### src/shared/adc_chsel_regs.vh
// register map, field positions and reset values for the channel select / result block
// assumes a 32-bit apb slave, one aligned word per register
`ifndef ADC_CHSEL_REGS_VH
`define ADC_CHSEL_REGS_VH
// byte offsets
`define OFF_CHSEL 12'h000
`define OFF_RESULT 12'h004
`define OFF_RESULT_BYTE 12'h008
`define OFF_CTRL 12'h00C
`define OFF_STATUS 12'h010
// channel select fields
`define CHSEL_ISS_BIT 7
`define CHSEL_RESET 8'h00
`define CHSEL_WMASK 8'hBF
// control register fields
`define CTRL_MODE_BIT 0
`define CTRL_CNT_LO 1
`define CTRL_CNT_HI 2
`define CTRL_TAG_BIT 3
`define CTRL_SINGLE_BIT 4
`define CTRL_START_BIT 5
`define CTRL_CMPEN_BIT 6
`define CTRL_RESET 7'h00
`define CTRL_WMASK 7'h7F
// scan counts
`define CNT_4 2'b00
`define CNT_3 2'b01
`define CNT_2 2'b10
// last legal start codes, plus the lone legal opamp and internal codes
`define MAX_SEL_EXT 6'h19
`define CODE_OPAMP 6'h23
`define CODE_TEMP 6'h00
`define CODE_BGR 6'h01
`define MAX_SCAN4 6'h0C
`define MAX_SCAN3 6'h0D
`define MAX_SCAN2 6'h0E
// result
`define RESULT_RESET 16'h0000
`define RESULT_BYTE_RESET 8'h00
`endif

### src/hw/adc_channel_select_result.v
// channel select and result holding logic of a successive approximation converter
// assumes an apb master on clk, and a sar core that reports each finished conversion
// with a one-cycle done pulse, its 12-bit value and an in-range flag from the limit
// compare logic
`timescale 1ns/10ps
`include "adc_chsel_regs.vh"

module adc_channel_select_result (
  input wire clk, // 100 MHz peripheral clock
  input wire resetn, // asynchronous reset, active low
  input wire psel, // apb select
  input wire penable, // apb access phase
  input wire pwrite, // apb direction
  input wire [11:0] paddr, // apb byte address
  input wire [31:0] pwdata, // apb write data
  output reg [31:0] prdata, // apb read data
  output reg pready, // apb ready
  output reg pslverr, // apb error on unmapped address
  input wire conv_done, // one-cycle pulse: conversion finished
  input wire [11:0] sar_value, // successive approximation value
  input wire in_range, // limit compare accepts this value
  output reg [5:0] mux_channel, // code driven to the analog multiplexer
  output reg mux_internal, // internal source selected
  output reg [1:0] scan_slot, // current scan slot
  output reg setting_prohibited // current select setting is not allowed
);

  // register state
  reg [7:0] chsel_r;
  reg [6:0] ctrl_r;
  reg [15:0] result_r;
  reg [7:0] result_byte_r;
  reg [1:0] slot_r;
  reg access_r;

  wire internal_source_select = chsel_r[`CHSEL_ISS_BIT];
  wire [5:0] code = chsel_r[5:0];
  wire channel_selection_mode = ctrl_r[`CTRL_MODE_BIT];
  wire [1:0] scan_count_select = ctrl_r[`CTRL_CNT_HI:`CTRL_CNT_LO];
  wire channel_tag_enable = ctrl_r[`CTRL_TAG_BIT];
  wire single_conv = ctrl_r[`CTRL_SINGLE_BIT];
  wire conversion_start_bit = ctrl_r[`CTRL_START_BIT];
  wire comparator_enable_bit = ctrl_r[`CTRL_CMPEN_BIT];

  // last slot index and legality of the start code for each scan width
  reg [1:0] last_slot;
  reg prohibited_nxt;
  always @* begin
    last_slot = 2'd0;
    prohibited_nxt = 1'b0;
    if (!channel_selection_mode) begin
      if (internal_source_select) begin
        prohibited_nxt = (code != `CODE_TEMP) && (code != `CODE_BGR);
      end else begin
        prohibited_nxt = (code > `MAX_SEL_EXT) && (code != `CODE_OPAMP);
      end
    end else begin
      // scanning only walks external inputs
      case (scan_count_select)
        `CNT_4: begin
          last_slot = 2'd3;
          prohibited_nxt = internal_source_select || (code > `MAX_SCAN4);
        end
        `CNT_3: begin
          last_slot = 2'd2;
          prohibited_nxt = internal_source_select || (code > `MAX_SCAN3);
        end
        `CNT_2: begin
          last_slot = 2'd1;
          prohibited_nxt = internal_source_select || (code > `MAX_SCAN2);
        end
        default: begin
          last_slot = 2'd0;
          prohibited_nxt = 1'b1;
        end
      endcase
    end
  end

  // channel currently being converted: start code plus slot in scan mode
  wire [5:0] cur_channel = channel_selection_mode ? (code + {4'h0, slot_r}) : code;

  // scan slot sequencing, ascending and wrapping while running
  reg [1:0] slot_nxt;
  always @* begin
    slot_nxt = slot_r;
    if (!channel_selection_mode || !conversion_start_bit) begin
      slot_nxt = 2'd0;
    end else if (conv_done) begin
      if (slot_r >= last_slot) begin
        slot_nxt = 2'd0;
      end else begin
        slot_nxt = slot_r + 2'd1;
      end
    end
  end

  // upper nibble: zero in select mode, channel id when tagging in scan mode
  wire [3:0] tag_nxt = (channel_selection_mode && channel_tag_enable) ?
                       cur_channel[3:0] : 4'h0;

  // apb decode; the slave answers in the access cycle after one wait state
  wire apb_access = psel && penable && !access_r;
  wire is_chsel = (paddr == `OFF_CHSEL);
  wire is_result = (paddr == `OFF_RESULT);
  wire is_rbyte = (paddr == `OFF_RESULT_BYTE);
  wire is_ctrl = (paddr == `OFF_CTRL);
  wire is_status = (paddr == `OFF_STATUS);
  wire mapped = is_chsel || is_result || is_rbyte || is_ctrl || is_status;

  reg [31:0] rdata_nxt;
  always @* begin
    rdata_nxt = 32'h0000_0000;
    if (is_chsel) begin
      rdata_nxt = {24'h00_0000, chsel_r};
    end else if (is_result) begin
      rdata_nxt = {16'h0000, result_r};
    end else if (is_rbyte) begin
      rdata_nxt = {24'h00_0000, result_byte_r};
    end else if (is_ctrl) begin
      rdata_nxt = {25'h000_0000, ctrl_r};
    end else if (is_status) begin
      rdata_nxt = {23'h00_0000, setting_prohibited, slot_r, cur_channel};
    end
  end

  // bus slave and control registers
  always @(posedge clk or negedge resetn) begin
    if (!resetn) begin
      chsel_r <= `CHSEL_RESET;
      ctrl_r <= `CTRL_RESET;
      access_r <= 1'b0;
      pready <= 1'b0;
      pslverr <= 1'b0;
      prdata <= 32'h0000_0000;
    end else begin
      access_r <= apb_access;
      pready <= apb_access;
      pslverr <= apb_access && !mapped;
      prdata <= (apb_access && !pwrite) ? rdata_nxt : 32'h0000_0000;
      if (apb_access && pwrite) begin
        // channel select bit 6 is held at zero; result registers are read-only
        if (is_chsel) begin
          chsel_r <= pwdata[7:0] & `CHSEL_WMASK;
        end else if (is_ctrl) begin
          ctrl_r <= pwdata[6:0] & `CTRL_WMASK;
        end
      end else if (conv_done && single_conv && conversion_start_bit &&
                   (!channel_selection_mode || slot_r >= last_slot)) begin
        // single mode stops after one pass
        ctrl_r[`CTRL_START_BIT] <= 1'b0;
      end
    end
  end

  // result capture; software keeps the internal-source bit steady while running
  always @(posedge clk or negedge resetn) begin
    if (!resetn) begin
      result_r <= `RESULT_RESET;
      result_byte_r <= `RESULT_BYTE_RESET;
      slot_r <= 2'd0;
      scan_slot <= 2'd0;
      mux_channel <= 6'h00;
      mux_internal <= 1'b0;
      setting_prohibited <= 1'b0;
    end else begin
      slot_r <= slot_nxt;
      scan_slot <= slot_nxt;
      mux_channel <= channel_selection_mode ?
                     (code + {4'h0, slot_nxt}) : code;
      mux_internal <= internal_source_select && !channel_selection_mode;
      setting_prohibited <= prohibited_nxt;
      // out-of-range results are dropped so the previous value stays
      if (conv_done && in_range) begin
        result_r <= {tag_nxt, sar_value};
        result_byte_r <= sar_value[11:4];
      end
    end
  end

  // unused comparator bit kept for control register readback only
  wire unused_ok = comparator_enable_bit;

endmodule

### config.mk
export PLATFORM = sky130hd
export DESIGN_NAME = adc_channel_select_result
export DESIGN_NICKNAME = d
export VERILOG_FILES = /design/src/hw/adc_channel_select_result.v
export VERILOG_INCLUDE_DIRS = /design/src /design/src/shared
export SDC_FILE = /design/constraint.sdc
export NUM_CORES = 1
export LEC_CHECK = 0
export BUFFER_PORTS_ARGS = -buffer_cell sky130_fd_sc_hd__buf_2
export CORE_ASPECT_RATIO = 1.2
export CORE_UTILIZATION = 55
export DETAILED_ROUTE_END_ITERATION = 8
export HOLD_SLACK_MARGIN = 0.1
export PLACE_DENSITY = 0.91
export SYNTH_ARGS = -nofsm -noshare
export SYNTH_HDL_FRONTEND = slang
export SYNTH_SLANG_ARGS = --single-unit
### constraint.sdc
create_clock -name clk -period 8.3 [get_ports clk]
set_input_delay 1.245 -clock clk [delete_from_list [all_inputs] [get_ports clk]]
set_output_delay 1.245 -clock clk [all_outputs]
set_load 0.1 [all_outputs]
==> results of run 1 <==
==> cells by family (layout without fill, tap and decap cells) <==
| family | after synthesis | after routing |
|---|---|---|
| AO/OA/AOI/OAI | 57 | 57 |
| XOR/XNOR | 8 | 8 |
| adder cells (fa/ha/maj) | 12 | 12 |
| buffers and inverters | 43 | 94 |
| flip-flops | 58 | 58 |
| multiplexers | 34 | 34 |
| other | 1 | 16 |
| AND/OR/NAND/NOR | 85 | 85 |
==> registers in the layout (all words and copies together), names as in the netlist <==
register / flops
prdata: 16
access_r: 1
ctrl_r: 7
slot_r: 2
mux_channel: 6
mux_internal: 1
setting_prohibited: 1
pslverr: 1
result_r: 16
chsel_r: 7
==> layer usage <==
metal | global-route usage, % | part of all wire, % | vias to the layer above
met5 | 0 | 0 | -
met4 | 11.2 | 3.4 | 0
met3 | 6.65 | 6.1 | 20
met2 | 39.3 | 51 | 98
met1 | 28.0 | 40 | 1163
li1 | - | - | 1147
==> area by class of cell <==
type	instances	area [um^2]	area share, %
multi-input combinational	212	1560	42.4
sequential	58	1450	39.5
timing repair buffer	67	338	9.19
clock buffer	13	169	4.59
tap	64	80.1	2.18
inverter	12	45.0	1.23
clock inverter	2	35.0	0.953
==> worst max-delay path, cell delays in order, from the launching register on <==
cell and delay (ps):
dfrtp_1 800, nor2b_1 220, ha_1 230, nand2b_1 150, a21oi_1 190, nand2_1 100, mux2i_1 120, and3_1 180
ha_1 170, inv_1 60, fa_1 380, nand2b_1 170, xnor2_1 150
==> final timing paths <==
path,start,to,slack [ps],depth (start not counted)
min in group asynchronous,resetn,slot_r[1]$_DFF_PN0_,1040,2
worst min-delay path,result_r[12]$_DFFE_PN0P_,result_r[12]$_DFFE_PN0P_,470,2
worst max register to register,ctrl_r[0]$_DFFE_PN0P_,mux_channel[2]$_DFF_PN0_,5230,12
max in group asynchronous,resetn,prdata[10]$_DFF_PN0_,6800,2
worst max-delay path,ctrl_r[0]$_DFFE_PN0P_,mux_channel[2]$_DFF_PN0_,5230,12
worst min register to register,result_r[12]$_DFFE_PN0P_,result_r[12]$_DFFE_PN0P_,470,2
==> power breakdown <==
group / total (uW) / switching (uW) / internal (uW)
clock: 260 / 99.4 / 161
sequential: 300 / 7.32 / 292
combinational: 80.5 / 60.6 / 19.9
total: 641 / 167 / 473
==> synth_stat cells (all sizes together) (2+ instances only) <==
cell type / number
dfrtp: 58
mux2: 29
buf: 22
nand2: 22
o21ai: 18
nor2: 15
inv: 12
and3: 10
ha: 10
a21oi: 9
clkbuf: 9
nand3: 9
o22ai: 7
mux2i: 5
nand2b: 5
nor2b: 5
nor3: 5
a31oi: 4
nand4: 4
xnor2: 4
xor2: 4
a32oi: 3
nor4: 3
a221oi: 2
and2: 2
fa: 2
o22a: 2
o31ai: 2
o32ai: 2
or3: 2
==> through the flow <==
step	power, uW	hold slack (ps)	setup WS [ps]	std cells	util, %
after global placement	382	454	5220	413	61.7
after detailed placement	385	461	5180	413	61.7
final	641	470	5230	428	65.3
after floorplan	367	441	5170	313	-
after global routing	670	487	4920	428	65.3
after CTS	647	474	5210	428	65.3
==> results.yml, run 1 <==
synthesis:
  ys_warn_count: 0
  synth-xor-area-share_pct: 2.19
  synthArstFlopShare_pct: 100
  synth_compound_area_share_pct: 11.3
  syn_area_um2: 3190
  synth_top_family_by_area: "simple AND/OR/NAND/NOR gates"
  synth_ff_type: "dfrtp_1"
  synth_cell_type_count: 51
  synth_edf_count: 0
  yosysTopAreaCell: "dfrtp_1"
  synth-simple-area-share_pct: 16.4
  ys_ff_latch: 58
  avgSynthCellArea_um2: 10.7
  synth-seq-area-share_pct: 45.5
  syn_inst: 298
  yosys-top-cells-area: "dfrtp_1 (45%), mux2_2 (10%), ha_1 (3.9%), buf_4 (3.8%), o21ai_0 (2.8%)"
  synth_mux_area_share_pct: 11.8
  synthAdderAreaFrac_pct: 5.17
  synth_top_area_share_pct: 45.5
detailed_routing:
  drt-initial-drc-count: 237
  drc_errors: 0
  wirelength_mm: 6.66
  antenna_left: 0
  num_vias: 2428
  viasPerCell: 5.67
  wl_per_cell_um: 15.6
  dr.pass1.iters: 4
timing:
  tightest_slew_ps: 717
  relSlewSlack_pct: 52.2
  fin_skew_ps: 6.01
  finalSetupViolCount: 0
  fin_crit_ps: 3070
  fin_crit_sh_pct: 37.0
  grt_setup_unrepaired: "false"
  hold_viol: 0
  finalSetupTns_ps: 0
  slew_viol_final: 0
  clock.fmax_mhz: 326
layout:
  most-common-layout-cells: "buf_2 (66), dfrtp_1 (58), mux2_2 (29), nand2_1 (21), o21ai_0 (18)"
  nFillCells: 431
  diodes: 0
  fin_area_um2: 3680
  areaGrowthSynthToFinish_pct: 15.1
  final_common_cell: "buf_2"
  drive_above_1_share_pct: 35.2
  nNetsFinal: 435
placed_design:
  port_buffers: 66
  gp_congestion: 0.911
  dp_hpwl_mm: 4.95
  postPlaceCellArea_um2: 3470
power_and_ir_drop:
  power_leakage_uw: 0.00184
  p_per_area_nw_per_um2: 174
  vdd_ir_drop_max_mv: 0.152
critical_path:
  critPathArrivalTime_ps: 3270
  cp_max_fo: 25
  path_class: "reg2reg"
  start_kind: "flip-flop"
  endpoint_kind: "flip-flop"
  cp.required_ps: 8500
cts:
  cts_root_buf: "clkbuf_8"
  clkSinkCount: 58
  post_cts_resized: 0
  htreeDepth: 3
  cts.reportedPaths.clkPinSlew_ps: 60
  cts_setup_buffers: 0
  cts_made_buffers: 9
  cts_hold_buf: 0
  clock_latency_ps: 330
  clk_path_buf_depth: 2
  cts_tree: "yes"
die:
  fp.dieArea_um2: 6120
  fp-row-count: 30
  io_pins: 107
  start_util_pct: 56.7
  design.core.area_um2: 5630
  die_w_um: 71.6
  dieHeight_um: 85.5
global_routing:
  grt_use_total_pct: 23.6
  grt_pass1_wl_mm: 10.7
  grt-ovfl-total: 0
  grt_pass1_vias: 2280
  antenna_found_initial: 0
  grt_max_degree: 59
run:
  maxCapViolCount: 0
min_path:
  hp-class: "reg2reg"
status:
  status: "completed"
Power figures use the tool's default switching activity.
==> run 2: changes to the inputs <==
CORE_UTILIZATION = 51   (was 55)
PLACE_DENSITY = 0.86   (was 0.91)
clock period = 2.85 ns   (was 8.3 ns; I/O delays follow)
==> results.yml, run 2 (synthesis results as in run 1) <==
status:
  status: "completed"
cts:
  clk_path_buf_depth: 2
  cts_tree: "yes"
  htreeDepth: 3
  cts_root_buf: "clkbuf_8"
  clock_latency_ps: 340
  cts.reportedPaths.clkPinSlew_ps: 60
  clkSinkCount: 58
  cts_hold_buf: 0
  cts_made_buffers: 9
critical_path:
  crit_slowest_cell: "dfrtp_2"
  critPathLaunch: "ctrl_r[1]$_DFFE_PN0P_"
  cp.buffers_inverters: 2
  crit_family: "adder cells"
  cp.required_ps: 3050
  path_class: "reg2reg"
  critPathArrivalTime_ps: 3010
  path_cells: "inv_1 -> ha_1 -> o21ai_1 -> ha_1 -> a21oi_2 -> nand2_1 -> mux2i_1 -> and3_1 -> ha_1 -> inv_1 -> fa_2 -> nand2b_1 -> xnor2_1"
  r2r_cells: 13
  start_kind: "flip-flop"
  cpMostUsedCell: "ha_1"
  timing.rr.end: "mux_channel[2]$_DFF_PN0_"
  r2r_start: "ctrl_r[1]$_DFFE_PN0P_"
  cp_max_fo: 5
  r2r_slack_ps: 40
  cpPeakStageDelay_ps: 400
  endpoint_kind: "flip-flop"
detailed_routing:
  dr.pass1.iters: 4
  viasPerCell: 5.55
  drc_errors: 0
  drt-initial-drc-count: 155
  wirelength_mm: 7.19
  antenna_left: 0
  num_vias: 2501
  wl_per_cell_um: 15.9
power_and_ir_drop:
  p_comb_share_pct: 12.5
  switching_share_pct: 26.7
  pwr-share-clk_pct: 41.1
  p_per_area_nw_per_um2: 501
  p_switching_uw: 501
  seqPwrFrac_pct: 46.4
  power_leakage_uw: 0.00186
  internal-power_uw: 1380
  vdd_ir_drop_max_mv: 0.341
layout:
  areaGrowthSynthToFinish_pct: 17.5
  fin_cells: 451
  diodes: 0
  final_common_cell: "buf_2"
  nFillCells: 506
  nNetsFinal: 440
  most-common-layout-cells: "buf_2 (66), dfrtp_1 (55), mux2_2 (29), nand2_1 (21), o21ai_0 (17)"
  regArea_um2: 1460
  reg_top3: "prdata: 16 flops, result_r: 16 flops"
  multiInputGateArea_um2: 1570
  final_util_pct: 62.0
  fin_area_um2: 3750
  drive_above_1_share_pct: 37.7
run:
  maxCapViolCount: 0
timing:
  tightest_slew_ps: 697
  clock.fmax_mhz: 356
  fin_skew_ps: 7.29
  fin_crit_ps: 2810
  relSlewSlack_pct: 53.4
  fin_crit_sh_pct: 98.7
  worst_slack_ps: 38.0
  finalSetupViolCount: 0
  hold_viol: 0
  slew_viol_final: 0
  finalSetupTns_ps: 0
global_routing:
  grt_max_degree: 31
  grt_pass1_vias: 2393
  antenna_found_initial: 0
  grt-ovfl-total: 0
  grt_use_total_pct: 23.2
  grt_pass1_wl_mm: 11.2
placed_design:
  gp_congestion: 0.878
  placedCellCount: 434
  port_buffers: 66
  dp_hpwl_mm: 5.20
  postPlaceCellArea_um2: 3520
  dpl_worst_slack_ps: 1.50
die:
  io_pins: 107
  fp-row-count: 31
  fp.dieArea_um2: 6580
  dieHeight_um: 88.7
  start_util_pct: 52.8
  die_w_um: 74.2
  design.core.area_um2: 6050
min_path:
  hp-class: "in2async"
[run 2: worst reg2reg max path, cell delays in order (launching register included)]
cell,delay [ps]
dfrtp_2,400
inv_1,70
ha_1,190
o21ai_1,160
ha_1,280
a21oi_2,150
nand2_1,110
mux2i_1,230
and3_1,210
ha_1,170
inv_1,70
fa_2,350
nand2b_1,160
xnor2_1,130
[run 2: power by group through the flow]
stage               combinational, uW  clock [uW]  sequential, uW
floorplan                         178           0             890
global placement                  230           0             886
detailed placement                234           0             887
CTS                               235         787             872
global route                      252         825             875
finish                            235         772             873
[run 2: worst max-delay path by stage]
stage	endpoint	cells after the start	slack, ps
final	mux_channel[2]$_DFF_PN0_	13	40
after global placement	mux_channel[5]$_DFF_PN0_	13	90
after floorplan	mux_channel[2]$_DFF_PN0_	14	50
after global routing	mux_channel[4]$_DFF_PN0_	13	-70
after CTS	mux_channel[4]$_DFF_PN0_	13	20
after detailed placement	mux_channel[5]$_DFF_PN0_	13	2
[run 2: per-stage QoR]
stage	hold WS, ps	total power, uW
after global placement	455	1120
after global routing	151	1950
after detailed placement	463	1120
after floorplan	132	1070
after CTS	112	1890
final	103	1880
[run 2: timing repair]
item	in CTS	in global routing
endpoints found under the setup margin	4	4
setup buffers	0	2
resized for setup	2	3
pin swaps	0	0
[run 2: routing by layer]
layer	routed length [um]	GRT usage [%]	vias to the layer above
met4	191	10.3	0
met1	2820	27.0	1207
li1	-	-	1164
met2	3690	39.1	112
met3	496	7.18	18
met5	0	0	-
[run 2: area by class of cell]
| type | instances | share of cell area [%] |
|---|---|---|
| clock buffer | 13 | 4.50 |
| inverter | 12 | 1.20 |
| sequential | 58 | 38.8 |
| clock inverter | 2 | 0.934 |
| multi-input combinational | 212 | 41.8 |
| tap | 82 | 2.74 |
| timing repair buffer | 72 | 10.0 |
